<file path="config.mk">
export PLATFORM = sky130hd
export DESIGN_NAME = port_pin_mode_config
export DESIGN_NICKNAME = d
export VERILOG_FILES = /design/src/rtl/gpio_pkg.sv /design/src/rtl/port_pin_mode_config.sv /design/src/rtl/pin_crossbar.sv
export SDC_FILE = /design/constraint.sdc
export NUM_CORES = 1
export LEC_CHECK = 0
export ABC_AREA = 1
export BUFFER_PORTS_ARGS = -buffer_cell sky130_fd_sc_hd__clkbuf_2
export CAP_MARGIN = 10
export CELL_PAD_IN_SITES_DETAIL_PLACEMENT = 0
export CELL_PAD_IN_SITES_GLOBAL_PLACEMENT = 1
export CORE_MARGIN = 2
export CORE_UTILIZATION = 43
export DETAILED_ROUTE_END_ITERATION = 8
export GPL_ROUTABILITY_DRIVEN = 0
export HOLD_SLACK_MARGIN = 0.12
export PLACE_DENSITY = 0.8
export SLEW_MARGIN = 0
export SYNTH_ARGS = -nofsm -noshare
export SYNTH_HDL_FRONTEND = slang
export SYNTH_SLANG_ARGS = --single-unit
</file>
<file path="constraint.sdc">
create_clock -name mclk -period 14.1 [get_ports mclk]
set_input_delay 2.82 -clock mclk [delete_from_list [all_inputs] [get_ports mclk]]
set_output_delay 2.82 -clock mclk [all_outputs]
set_load 0.02 [all_outputs]
</file>
<file path="src/rtl/gpio_pkg.sv">
// Constants and carriers shared by the port pin configuration block
`default_nettype none
package gpio_pkg;
  localparam int PINS = 32;
  localparam int PORT_W = 8;
  localparam int PORT1_LSB = 8;
  localparam int AXI_AW = 8;
  localparam int SIG_N = 6;
  localparam int SIG_W = 3;

  // Crossbar signal order, which is also the allocation priority
  localparam logic [2:0] SIG_S0_TX = 3'h0;
  localparam logic [2:0] SIG_S0_RX = 3'h1;
  localparam logic [2:0] SIG_SDA = 3'h2;
  localparam logic [2:0] SIG_SCL = 3'h3;
  localparam logic [2:0] SIG_S1_TX = 3'h4;
  localparam logic [2:0] SIG_S1_RX = 3'h5;

  // Register byte offsets
  localparam logic [7:0] OFS_DATA = 8'h00;
  localparam logic [7:0] OFS_OMODE = 8'h04;
  localparam logic [7:0] OFS_IMODE = 8'h08;
  localparam logic [7:0] OFS_XBR1 = 8'h0C;
  localparam logic [7:0] OFS_CROSSBAR_CONFIG_2 = 8'h10;
  localparam logic [7:0] OFS_SMODE = 8'h14;

  // Field positions
  localparam int PUD_BIT = 7;
  localparam int SMODE_S0 = 0;
  localparam int SMODE_S1 = 1;

  // Reset values
  localparam logic [31:0] RST_DATA = 32'hFFFF_FFFF;
  localparam logic [31:0] RST_OMODE = 32'h0000_0000;
  localparam logic [7:0] RST_IMODE = 8'hFF;
  localparam logic [5:0] RST_XBR1 = 6'h00;
  localparam logic [7:0] RST_CROSSBAR_CONFIG_2 = 8'h00;
  localparam logic [1:0] RST_SMODE = 2'h0;

  localparam logic [1:0] RESP_OKAY = 2'h0;
  localparam logic [1:0] RESP_SLVERR = 2'h2;

  typedef struct packed {
    logic awvalid;
    logic [AXI_AW-1:0] awaddr;
    logic wvalid;
    logic [31:0] wdata;
    logic [3:0] wstrb;
    logic bready;
    logic arvalid;
    logic [AXI_AW-1:0] araddr;
    logic rready;
  } axi_req_t;

  typedef struct packed {
    logic awready;
    logic wready;
    logic bvalid;
    logic [1:0] bresp;
    logic arready;
    logic rvalid;
    logic [31:0] rdata;
    logic [1:0] rresp;
  } axi_rsp_t;
endpackage : gpio_pkg
`default_nettype wire

</file>
<file path="src/rtl/port_pin_mode_config.sv">
// Port pin output mode, input mode, pull-up and crossbar control
// Notes on behaviour
// A pin's output mode bit sets its driver type even on crossbar pins.
// Data, clock and mode-0 receive pins always drive open-drain.
// Software makes a digital input with open-drain mode and data bit one.
// A pin given to a peripheral input function has its driver disabled.
// After reset every pin has its weak pull-up enabled; pullupEn resets to zero and turns on at the first clock after reset ends.
// The global pull-up disable bit turns off every weak pull-up.
// A pin driving low never has its weak pull-up on.
// A port 1 input mode bit of zero is analog, one is digital.
// After reset every input mode bit selects digital input.
// An analog pin reads zero in the port data register.
// An analog pin has its weak pull-up off regardless of the global bit.
// The crossbar skips analog pins and moves on to the next pin.
// Software should make analog pins open-drain with data one.
// Software may sample a port 1 pin without analog mode, not advised.
// Output mode one is push-pull, zero is open-drain.
//
// Added by the designer: the register addresses and register access over AXI4-Lite.
`default_nettype none
module port_pin_mode_config
  import gpio_pkg::*;
(
  input wire logic mclk,
  input wire logic reset,
  input wire axi_req_t axiIn,
  output axi_rsp_t axiOut,
  input wire logic [PINS-1:0] pinIn,
  output logic [PINS-1:0] pinOut,
  output logic [PINS-1:0] pinOe,
  output logic [PINS-1:0] pullupEn,
  output logic [PORT_W-1:0] analogSel,
  input wire logic [SIG_N-1:0] periphOut,
  output logic [SIG_N-1:0] periphIn
);
  typedef struct packed {
    axi_rsp_t rsp;
    logic awHave;
    logic [AXI_AW-1:0] awAddr;
    logic wHave;
    logic [31:0] wData;
    logic [3:0] wStrb;
    logic [31:0] data;
    logic [31:0] omode;
    logic [7:0] imode;
    logic [5:0] xbr1;
    logic [7:0] crossbar_config_2;
    logic [1:0] smode;
    logic [PINS-1:0] sync1;
    logic [PINS-1:0] sync2;
    logic [PINS-1:0] pinOut;
    logic [PINS-1:0] pinOe;
    logic [PINS-1:0] pullupEn;
    logic [PORT_W-1:0] analogSel;
    logic [SIG_N-1:0] periphIn;
  } state_t;

  state_t q;
  state_t d;
  logic [PINS-1:0] analog;
  logic [PINS-1:0] xValid;
  logic [PINS-1:0][SIG_W-1:0] xSig;
  logic [PINS-1:0] forcedOd;
  logic [PINS-1:0] inOnly;
  logic [PINS-1:0] pushPull;

  ////////////////////////////////////////////////////////////////////////////
  function automatic logic regHit(logic [AXI_AW-1:0] a);
    logic [AXI_AW-1:0] w;
    w = {a[AXI_AW-1:2], 2'b00};
    regHit = (w == OFS_DATA) || (w == OFS_OMODE) || (w == OFS_IMODE) ||
             (w == OFS_XBR1) || (w == OFS_CROSSBAR_CONFIG_2) || (w == OFS_SMODE);
  endfunction : regHit

  function automatic logic [31:0] regWord(state_t s, logic [AXI_AW-1:0] a);
    logic [AXI_AW-1:0] w;
    w = {a[AXI_AW-1:2], 2'b00};
    regWord = '0;
    case (w)
      OFS_DATA: regWord = s.data;
      OFS_OMODE: regWord = s.omode;
      OFS_IMODE: regWord = {24'h00_0000, s.imode};
      OFS_XBR1: regWord = {26'h000_0000, s.xbr1};
      OFS_CROSSBAR_CONFIG_2: regWord = {24'h00_0000, s.crossbar_config_2};
      OFS_SMODE: regWord = {30'h0000_0000, s.smode};
      default: regWord = '0;
    endcase
  endfunction : regWord

  function automatic logic [31:0] merge(logic [31:0] o, logic [31:0] n,
                                        logic [3:0] st);
    merge = o;
    for (int b = 0; b < 4; b++) begin
      if (st[b]) begin
        merge[b*8 +: 8] = n[b*8 +: 8];
      end
    end
  endfunction : merge

  ////////////////////////////////////////////////////////////////////////////
  always_comb begin
    analog = '0;
    analog[PORT1_LSB +: PORT_W] = ~q.imode;
  end

  pin_crossbar #(
    .NPINS(PINS),
    .NSIG(SIG_N)
  ) xbar (
    .enable(q.xbr1),
    .skip(analog),
    .pinValid(xValid),
    .pinSig(xSig)
  );

  ////////////////////////////////////////////////////////////////////////////
  always_comb begin
    logic [31:0] wv;
    logic [31:0] pinRead;
    logic [AXI_AW-1:0] wa;
    logic v;
    logic oe;
    wv = '0;
    pinRead = '0;
    wa = '0;
    v = 1'b0;
    oe = 1'b0;
    d = q;
    forcedOd = '0;
    inOnly = '0;
    pushPull = '0;

    // Pins cross two flops before anything reads them
    d.sync1 = pinIn;
    d.sync2 = q.sync1;
    // Analog pins have no digital input path
    pinRead = q.sync2 & ~analog;

    // Write channel: address and data taken in either order
    if (axiIn.awvalid && q.rsp.awready) begin
      d.awHave = 1'b1;
      d.awAddr = axiIn.awaddr;
    end
    if (axiIn.wvalid && q.rsp.wready) begin
      d.wHave = 1'b1;
      d.wData = axiIn.wdata;
      d.wStrb = axiIn.wstrb;
    end
    if (q.rsp.bvalid && axiIn.bready) begin
      d.rsp.bvalid = 1'b0;
    end
    if (q.awHave && q.wHave && !q.rsp.bvalid) begin
      wa = {q.awAddr[AXI_AW-1:2], 2'b00};
      wv = merge(regWord(q, wa), q.wData, q.wStrb);
      case (wa)
        OFS_DATA: d.data = wv;
        OFS_OMODE: d.omode = wv;
        OFS_IMODE: d.imode = wv[7:0];
        OFS_XBR1: d.xbr1 = wv[5:0];
        OFS_CROSSBAR_CONFIG_2: d.crossbar_config_2 = wv[7:0];
        OFS_SMODE: d.smode = wv[1:0];
        default: d.data = q.data;
      endcase
      d.awHave = 1'b0;
      d.wHave = 1'b0;
      d.rsp.bvalid = 1'b1;
      d.rsp.bresp = regHit(q.awAddr) ? RESP_OKAY : RESP_SLVERR;
    end
    d.rsp.awready = !d.awHave;
    d.rsp.wready = !d.wHave;

    // Read channel: one word answered the cycle after the address
    if (q.rsp.rvalid && axiIn.rready) begin
      d.rsp.rvalid = 1'b0;
    end
    if (axiIn.arvalid && q.rsp.arready) begin
      d.rsp.rvalid = 1'b1;
      d.rsp.rresp = regHit(axiIn.araddr) ? RESP_OKAY : RESP_SLVERR;
      if ({axiIn.araddr[AXI_AW-1:2], 2'b00} == OFS_DATA) begin
        d.rsp.rdata = pinRead;
      end else begin
        d.rsp.rdata = regWord(q, axiIn.araddr);
      end
    end
    d.rsp.arready = !d.rsp.rvalid;

    // Pin drivers
    for (int p = 0; p < PINS; p++) begin
      v = q.data[p];
      if (xValid[p]) begin
        v = periphOut[xSig[p]];
        case (xSig[p])
          SIG_SDA, SIG_SCL: forcedOd[p] = 1'b1;
          SIG_S0_RX: begin
            // Mode 0 receive line doubles as open-drain data
            forcedOd[p] = q.smode[SMODE_S0];
            inOnly[p] = !q.smode[SMODE_S0];
          end
          SIG_S1_RX: begin
            forcedOd[p] = q.smode[SMODE_S1];
            inOnly[p] = !q.smode[SMODE_S1];
          end
          default: forcedOd[p] = 1'b0;
        endcase
      end
      // Mode bit applies whether or not the crossbar owns the pin
      pushPull[p] = q.omode[p] && !forcedOd[p] && !inOnly[p];
      if (inOnly[p]) begin
        oe = 1'b0;
      end else if (pushPull[p]) begin
        oe = 1'b1;
      end else begin
        // Open-drain: a one leaves the pin floating
        oe = !v;
      end
      d.pinOut[p] = v;
      d.pinOe[p] = oe;
      d.pullupEn[p] = !q.crossbar_config_2[PUD_BIT] && !analog[p] && !(oe && !v);
    end
    d.analogSel = ~q.imode;

    // Unassigned peripheral inputs idle high
    for (int s = 0; s < SIG_N; s++) begin
      d.periphIn[s] = 1'b1;
      for (int p = 0; p < PINS; p++) begin
        if (xValid[p] && xSig[p] == SIG_W'(s)) begin
          d.periphIn[s] = q.sync2[p];
        end
      end
    end
  end

  ////////////////////////////////////////////////////////////////////////////
  always_ff @(posedge mclk or posedge reset) begin
    if (reset) begin
      q <= '0;
      q.rsp.awready <= 1'b1;
      q.rsp.wready <= 1'b1;
      q.rsp.arready <= 1'b1;
      q.data <= RST_DATA;
      q.omode <= RST_OMODE;
      q.imode <= RST_IMODE;
      q.xbr1 <= RST_XBR1;
      q.crossbar_config_2 <= RST_CROSSBAR_CONFIG_2;
      q.smode <= RST_SMODE;
      q.periphIn <= '1;
    end else begin
      q <= d;
    end
  end

  assign axiOut = q.rsp;
  assign pinOut = q.pinOut;
  assign pinOe = q.pinOe;
  assign pullupEn = q.pullupEn;
  assign analogSel = q.analogSel;
  assign periphIn = q.periphIn;
endmodule : port_pin_mode_config
`default_nettype wire

</file>
<file path="src/rtl/pin_crossbar.sv">
// Priority crossbar handing enabled peripheral signals to free pins
`default_nettype none
module pin_crossbar
  import gpio_pkg::*;
#(
  parameter int NPINS = PINS,
  parameter int NSIG = SIG_N
) (
  input wire logic [NSIG-1:0] enable,
  input wire logic [NPINS-1:0] skip,
  output logic [NPINS-1:0] pinValid,
  output logic [NPINS-1:0][SIG_W-1:0] pinSig
);
  always_comb begin
    int cur;
    logic found;
    cur = 0;
    found = 1'b0;
    pinValid = '0;
    pinSig = '0;
    for (int p = 0; p < NPINS; p++) begin
      // Skipped pins pass the pending signal on to the next pin
      if (!skip[p]) begin
        found = 1'b0;
        for (int s = 0; s < NSIG; s++) begin
          if (!found && s >= cur && enable[s]) begin
            found = 1'b1;
            pinValid[p] = 1'b1;
            pinSig[p] = SIG_W'(s);
            cur = s + 1;
          end
        end
      end
    end
  end
endmodule : pin_crossbar
`default_nettype wire

</file>
==> impl_summary.log, run 1 <==
INFO  metric status = completed
INFO  metric max_freq = ~220 MHz
INFO  metric grt_overflow = 0
INFO  metric floorplan.die.height = ~190 µm
INFO  metric synth_flop_cell = dfrtp_1
INFO  metric clock_insertion_delay_worst_skew = between 0.5 and 0.6 ns
INFO  metric worstSetupStartpointType = register
INFO  metric place.detailed.hpwl = ~25,000 µm
INFO  metric finalCriticalPeriod = roughly 4.6 ns
INFO  metric synthesis.area_per_instance = between 9 and 10 µm²
INFO  metric largest_net_degree_at_the_start_of_global_routing = 157
INFO  metric fin_total_pwr = between 3 and 4 mW
INFO  metric regToRegStartpoint = q[189]
INFO  metric first_global_vias = 10,273
INFO  metric clk_root_buffer_cell = clkbuf_16
INFO  metric yosys_register_bits = about 350
INFO  metric core-area = about 34,000 µm²
INFO  metric post_synth_inst_count = 1,519
INFO  metric chipWidth = 189 µm
INFO  metric final_hold_viol_count = 0
INFO  metric gr-usage-all-layers = between 20% and 30%
INFO  metric post_synth_main_area_contributors = dfrtp_1 (50%), dfstp_2 (8.7%), buf_4 (7.7%), nand2_1 (7.6%), o21ai_0 (5.7%)
INFO  metric post-synth-top-area-cell = dfrtp_1
INFO  metric final_cell_mix = nand2_1 (299), dfrtp_1 (296), clkbuf_2 (241)
INFO  metric final_max_slew_viol_count = 0
INFO  metric grt_setup_unrepaired = false
INFO  metric class_of_the_tightest_hold_or_removal_check = register to register
INFO  metric ctsHoldBuffers = 0
INFO  metric wl_per_cell = roughly 18 µm
INFO  metric nets = roughly 1,700
INFO  metric number_of_warnings_reported_in_the_yosys_synthesis_log = 0
INFO  metric crit_path_required_time = approximately 15 ns
INFO  metric final_common_cell = nand2_1
INFO  metric port-buffer-count = about 240
INFO  metric tritoncts_num_sinks = approximately 350
INFO  metric synth_top_cell_area_share = around half
INFO  metric first_pass_iters = 5
INFO  metric vias_per_cell = roughly 5
INFO  metric global_route_wire_length_before_repair = 57,800 µm
INFO  metric ys_types = 45
INFO  metric postSynth.asyncResetShare = 100%
INFO  metric boundaryPins = 248
INFO  metric cp-startpoint = q[189]
INFO  metric clockBufferDepth = 3
INFO  metric cts-resized-gates = 0
INFO  metric detailed_route_wire_length = between 30,000 and 40,000 µm
INFO  metric pwr_density_cell = between 200 and 250 nW/µm²
INFO  metric post_route_cells_drive_above_1_share = between 20% and 30%
INFO  metric drtAntennaViolNets = 0
INFO  metric cp-endpoint = pullupEn[5]
INFO  metric initial_core_util = roughly 44%
INFO  metric syn-cell-area = 14,700 µm²
INFO  metric post-cts-setup-buffer-count = 0
INFO  metric placement_rows = 67
INFO  metric final.setup.tns = 0 ns
INFO  metric cts_buffers = 37
INFO  metric number_of_drc_markers_after_the_initial_detailed_route_iteration = 625
INFO  metric slew_headroom = between 20% and 30%
INFO  metric timing.reg2reg.setup_slack = ~9.5 ns
INFO  metric post_cts_clock_slew_at_the_launch_and_capture_registers_of_the_worst_setup_and_hold_paths = around 0.06 ns
INFO  metric area_overhead_vs_synth = 10.9%
INFO  metric worst_r2r_endpoint = pullupEn[5]
INFO  metric drc = 0
INFO  metric drv.max_cap_violation_count = 0
INFO  metric cp-end-kind = register
INFO  metric worst-endpoint-arrival = 5.02 ns
INFO  metric vias = ~10,000
INFO  metric synth_edf_count = 0
INFO  metric report.final.setup_viol = 0
INFO  metric post_synthesis_sequential_area_ratio = roughly three fifths
INFO  metric final.period_utilization = about 33%
INFO  metric number_of_antenna_violations_at_the_first_check_in_global_routing = 2
INFO  metric vdd_drop_max = 0.108 mV
INFO  metric tritoncts = built
INFO  metric hold_start = d[119]
INFO  metric final.setup_skew = 0.0155 ns
INFO  metric cts_htree_levels = 2
INFO  metric least_margin_pin_slew = around 1.1 ns
INFO  metric leakagePower = approximately 7.6 nW
INFO  metric r2r.worst_path.cells = 27
INFO  metric floorplan.die_area = between 30,000 and 40,000 µm²
INFO  metric crit_fanout = 11
INFO  metric critical_path_class = register to register
critical path, stage by stage, from the launching register on:
cell and delay [ns]:
dfrtp_1 0.66, clkinv_1 0.44, a21oi_1 0.32, nor2_2 0.11, o21ai_2 0.32, nand3_2 0.16, inv_2 0.10, nand2_4 0.07
o21ai_4 0.09, inv_4 0.06, nand3_4 0.12, nand4_1 0.42, nand3_1 0.29, nand2_1 0.11, nand2_2 0.10, nand2_4 0.06
nand3_2 0.12, nand4_1 0.10, nand2_1 0.11, nand2_2 0.09, nand2_4 0.13, nand2_2 0.05, nand2_2 0.08, nand2_2 0.08
nand2_2 0.10, nand3_2 0.06, nand2_1 0.07, inv_1 0.04
worst min path at each step:
stage                         to  slack [ns]  cells after the start
after floorplan           q[110]        0.33                      0
after global placement    q[126]        0.33                      0
after detailed placement  q[121]        0.33                      0
after CTS                 q[129]        0.35                      0
after global routing      q[123]        0.35                      0
final                     q[119]        0.34                      0
layer usage:
layer	up-vias	share of wire, %	global-route usage [%]
li1	4922	-	-
met1	4939	46	28.9
met2	302	46	32.9
met3	53	6.4	4.63
met4	2	2.1	5.14
met5	-	0.044	0
power breakdown:
group	internal, mW	leakage (nW)	switching (mW)
registers	1.32	4.18	0.161
logic	0.389	2.89	0.876
clock network	0.532	0.561	0.385
total	2.24	7.63	1.42
registers in the layout (all words and copies together) (netlist names):
| name | count |
|---|---|
| q | 164 |
| axiOut | 39 |
| d | 32 |
| pinOe | 32 |
| pinOut | 32 |
| pullupEn | 32 |
| analogSel | 8 |
| periphIn | 6 |
per-stage QoR:
| step | instance area, µm² | hold slack (ns) | worst slack, ns | std cells | utilization (%) |
|---|---|---|---|---|---|
| floorplan | 14800 | 0.331 | 1.80 | 1520 | - |
| global placement | 15200 | 0.332 | 8.89 | 1994 | 45.2 |
| detailed placement | 15200 | 0.335 | 8.86 | 1994 | 45.2 |
| CTS | 16400 | 0.347 | 9.41 | 2062 | 48.6 |
| global route | 16400 | 0.353 | 9.15 | 2062 | 48.6 |
| finish | 16400 | 0.343 | 9.49 | 2063 | 48.6 |
cell families (layout without fill, tap and decap cells):
logic type | after synthesis | after routing | share of synthesized area [%]
and+or+nand+nor | 448 | 448 | 13.1
DFF | 345 | 345 | 59.0
AOI/OAI and AO/OA | 329 | 329 | 13.8
other | 1 | 3 | 0.0254
buffers and inverters | 396 | 490 | 14.1
area by class of cell:
cell class | instances | area [µm²]
sequential | 345 | 8690
clock inverter | 10 | 97.6
fill | 3158 | 17300
multi-input combinational | 779 | 4000
antenna | 1 | 2.50
inverter | 170 | 648
tap | 448 | 561
timing repair buffer | 252 | 1300
clock buffer | 58 | 1040
Yosys cell counts (2+ instances only):
cell type and instances:
nor2_4 4, a22oi_1 23, a31oi_1 2, o21ai_2 3
nor4_1 2, o211ai_1 6, buf_1 2, nand4_1 7
nand2_2 9, o221ai_1 25, nor3_1 15, o22ai_1 27
nand2_4 6, o21a_1 18, dfrtp_1 296, nand3_2 7
a211oi_1 2, nand3_4 2, nand2_1 300, o2111ai_1 2
dfstp_2 49, clkbuf_1 70, inv_2 10, buf_6 2
buf_4 152, clkinv_1 5, a221oi_1 6, nor2_2 6
o31ai_1 3, nand3_1 17, nor2_1 72, a21oi_1 25
inv_1 154, a32oi_1 8, o41ai_1 2, o211ai_2 3
o21ai_0 169
Note: power is estimated with default switching activity, not from simulation.
==> run 2, diff against run 1 <==
--- a/config.mk
+++ b/config.mk
@@ -11,11 +11,11 @@
 export CELL_PAD_IN_SITES_DETAIL_PLACEMENT = 0
 export CELL_PAD_IN_SITES_GLOBAL_PLACEMENT = 1
 export CORE_MARGIN = 2
-export CORE_UTILIZATION = 43
+export CORE_UTILIZATION = 39
 export DETAILED_ROUTE_END_ITERATION = 8
 export GPL_ROUTABILITY_DRIVEN = 0
 export HOLD_SLACK_MARGIN = 0.12
-export PLACE_DENSITY = 0.8
+export PLACE_DENSITY = 0.77
 export SLEW_MARGIN = 0
 export SYNTH_ARGS = -nofsm -noshare
 export SYNTH_HDL_FRONTEND = slang
==> constraint.sdc (replaced) <==
create_clock -name mclk -period 3.75 [get_ports mclk]
set_input_delay 0.75 -clock mclk [delete_from_list [all_inputs] [get_ports mclk]]
set_output_delay 0.75 -clock mclk [all_outputs]
set_load 0.02 [all_outputs]
==> impl_summary.log, run 2 (synthesis gave the netlist of run 1 again) <==
INFO  metric leakagePower = 7.90 nW (was 7.63 nW)
INFO  metric worstSetupStartpointType = register (unchanged)
INFO  metric pwr_density_cell = 858 nW/µm² (was 224 nW/µm²)
INFO  metric regToRegStartpoint = q[185] (was q[189])
INFO  metric first_pass_iters = 5 (unchanged)
INFO  metric stdcell_count = 2,166 (was 2,063)
INFO  metric final_max_slew_viol_count = 0 (unchanged)
INFO  metric dp_worst_setup_slack = 0.125 ns (was 8.86 ns)
INFO  metric report.final.setup_viol = 0 (unchanged)
INFO  metric critical_path_class = register to register (unchanged)
INFO  metric met2WireLength = 18,200 µm (was 16,600 µm)
INFO  metric cts_htree_levels = 2 (unchanged)
INFO  metric class_of_the_tightest_hold_or_removal_check = primary input to async pin (was register to register)
INFO  metric detail_route.wirelength.met1 = 17,700 µm (was 16,500 µm)
INFO  metric status = completed (unchanged)
INFO  metric post_route_cells_drive_above_1_share = 28.5% (was 25.5%)
INFO  metric clockBufferDepth = 3 (unchanged)
INFO  metric final.setup_skew = 0.0197 ns (was 0.0155 ns)
INFO  metric gr-usage-all-layers = 20.2% (was 20.7%)
INFO  metric vias_per_cell = 4.85 (was 4.95)
INFO  metric drv.max_cap_violation_count = 0 (unchanged)
INFO  metric tritoncts_num_sinks = 345 (unchanged)
INFO  metric worst_r2r_endpoint = pullupEn[5] (unchanged)
INFO  metric finalCriticalPeriod = 3.55 ns (was 4.61 ns)
INFO  metric cp-endpoint = pullupEn[5] (unchanged)
INFO  metric final.period_utilization = 94.7% (was 32.7%)
INFO  metric tritoncts = built (unchanged)
INFO  metric timing.reg2reg.setup_slack = 0.20 ns (was 9.49 ns)
INFO  metric nets = 1,721 (was 1,682)
INFO  metric final_cell_mix = nand2_1 (296), dfrtp_1 (293), clkbuf_2 (241) (was nand2_1 (299), dfrtp_1 (296), clkbuf_2 (241))
INFO  metric largest_net_degree_at_the_start_of_global_routing = 135 (was 157)
INFO  metric max_freq = 282 MHz (was 217 MHz)
INFO  metric boundaryPins = 248 (unchanged)
INFO  metric least_margin_pin_slew = 0.990 ns (was 1.10 ns)
INFO  metric crit_path_required_time = 4.19 ns (was 14.51 ns)
INFO  metric placement_rows = 71 (was 67)
INFO  metric critical_path.most_common_cell = nand2_4 (was nand2_2)
INFO  metric global_route_wire_length_before_repair = 60,200 µm (was 57,800 µm)
INFO  metric initial_core_util = 39.3% (was 43.9%)
INFO  metric clock_insertion_delay_worst_skew = 0.56 ns (was 0.52 ns)
INFO  metric critical_path_max_stage_delay = 0.44 ns (was 0.66 ns)
INFO  metric cp-startpoint = q[185] (was q[189])
INFO  metric crit_fanout = 8 (was 11)
INFO  metric slew_headroom = 33.9% (was 26.1%)
INFO  metric layout.filler_cells = 3,553 (was 3,158)
INFO  metric vdd_drop_max = 0.485 mV (was 0.108 mV)
INFO  metric final.setup.tns = 0 ns (unchanged)
INFO  metric final_common_cell = nand2_1 (unchanged)
INFO  metric worst-endpoint-arrival = 3.99 ns (was 5.02 ns)
INFO  metric route.top_layer_used = met5 (unchanged)
INFO  metric number_of_drc_markers_after_the_initial_detailed_route_iteration = 595 (was 625)
INFO  metric grt_overflow = 0 (unchanged)
INFO  metric r2r.worst_path.cells = 29 (was 27)
INFO  metric first_global_vias = 10,582 (was 10,273)
INFO  metric floorplan.die.height = 198 µm (was 189 µm)
INFO  metric finish.utilization = 45.4% (was 48.6%)
INFO  metric port-buffer-count = 241 (unchanged)
INFO  metric chipWidth = 198 µm (was 189 µm)
INFO  metric place.detailed.hpwl = 27,100 µm (was 24,600 µm)
INFO  metric floorplan.die_area = 39,400 µm² (was 35,800 µm²)
INFO  metric final_ws_setup = 0.198 ns (was 9.49 ns)
INFO  metric area_overhead_vs_synth = 15.5% (was 10.9%)
INFO  metric placedCellCount = 2,081 (was 1,994)
INFO  metric detailed_route_wire_length = 39,400 µm (was 36,300 µm)
INFO  metric vias = 10,502 (was 10,218)
INFO  metric drc = 0 (unchanged)
INFO  metric cp-end-kind = register (unchanged)
INFO  metric largest_register = q (unchanged)
INFO  metric post_cts_clock_slew_at_the_launch_and_capture_registers_of_the_worst_setup_and_hold_paths = 0.06 ns (about the same)
INFO  metric wl_per_cell = 18.2 µm (was 17.6 µm)
INFO  metric final_hold_viol_count = 0 (unchanged)
INFO  metric number_of_flip_flops_under_the_largest_register_name = 164 (unchanged)
INFO  metric detailroute.wirelength.met3 = 2210 µm (was 2330 µm)
INFO  metric clk_root_buffer_cell = clkbuf_16 (unchanged)
INFO  metric fin_total_pwr = 14.6 mW (was 3.66 mW)
INFO  metric core-area = 37,500 µm² (was 33,600 µm²)
INFO  metric slowest_stage = dfrtp_2 (was dfrtp_1)
INFO  metric number_of_antenna_violations_at_the_first_check_in_global_routing = 2 (unchanged)
INFO  metric drtAntennaViolNets = 0 (unchanged)
INFO  metric cts_buffers = 40 (was 37)
==> run 2: report_power, final <==
part / total, mW / internal (mW) / switching [mW]
combinational: 5.28 / 1.74 / 3.54
sequential: 5.56 / 4.95 / 0.614
clock: 3.76 / 2.24 / 1.53
total: 14.6 / 8.93 / 5.68
==> run 2: critical path, delay by kind of cell (launching register included) <==
kind	cells	cell delay (ns)
DFF	1	0.44
buffers and inverters	3	0.17
AOI/OAI and AO/OA	5	0.77
and+or+nand+nor	21	2.04
==> run 2: cell type report <==
cell class | instances | area (µm²) | area share (%)
diodes | 1 | 2.50 | 0.0147
clock buffers | 59 | 1130 | 6.66
repair buffers | 288 | 1620 | 9.52
multi-input cells | 779 | 4150 | 24.4
inverters | 170 | 654 | 3.84
well taps | 511 | 639 | 3.76
flip-flops and latches | 345 | 8700 | 51.1
clock inverters | 13 | 129 | 0.757
==> run 2: metrics by stage <==
step           cell area (µm²)  hold slack [ns]
2_1_floorplan            14800            0.331
4_1_cts                  16800            0.210
6_report                 17000            0.224
5_1_grt                  17000            0.243
3_3_place_gp             15500            0.334
3_5_place_dp             15500            0.336
==> run 2: worst min path at each step <==
stage,from,to,slack (ns),cells past startpoint
finish,reset,q[186],0.22,2
floorplan,d[110],q[110],0.33,0
global placement,d[123],q[123],0.33,0
detailed placement,d[126],q[126],0.34,0
CTS,reset,q[174],0.21,2
global route,reset,q[174],0.24,2
==> run 2: per-layer routing <==
layer / GRT usage [%] / up-vias
met3: 4.56 / 67
met2: 31.9 / 298
met1: 27.6 / 5128
li1: - / 5007
met4: 6.99 / 2
met5: 0 / -
==> run 2: what timing repair did <==
item	CTS	global route
buffers inserted	0	12
setup endpoints to repair	0	10
resized for setup	0	37
hold buffers	0	0
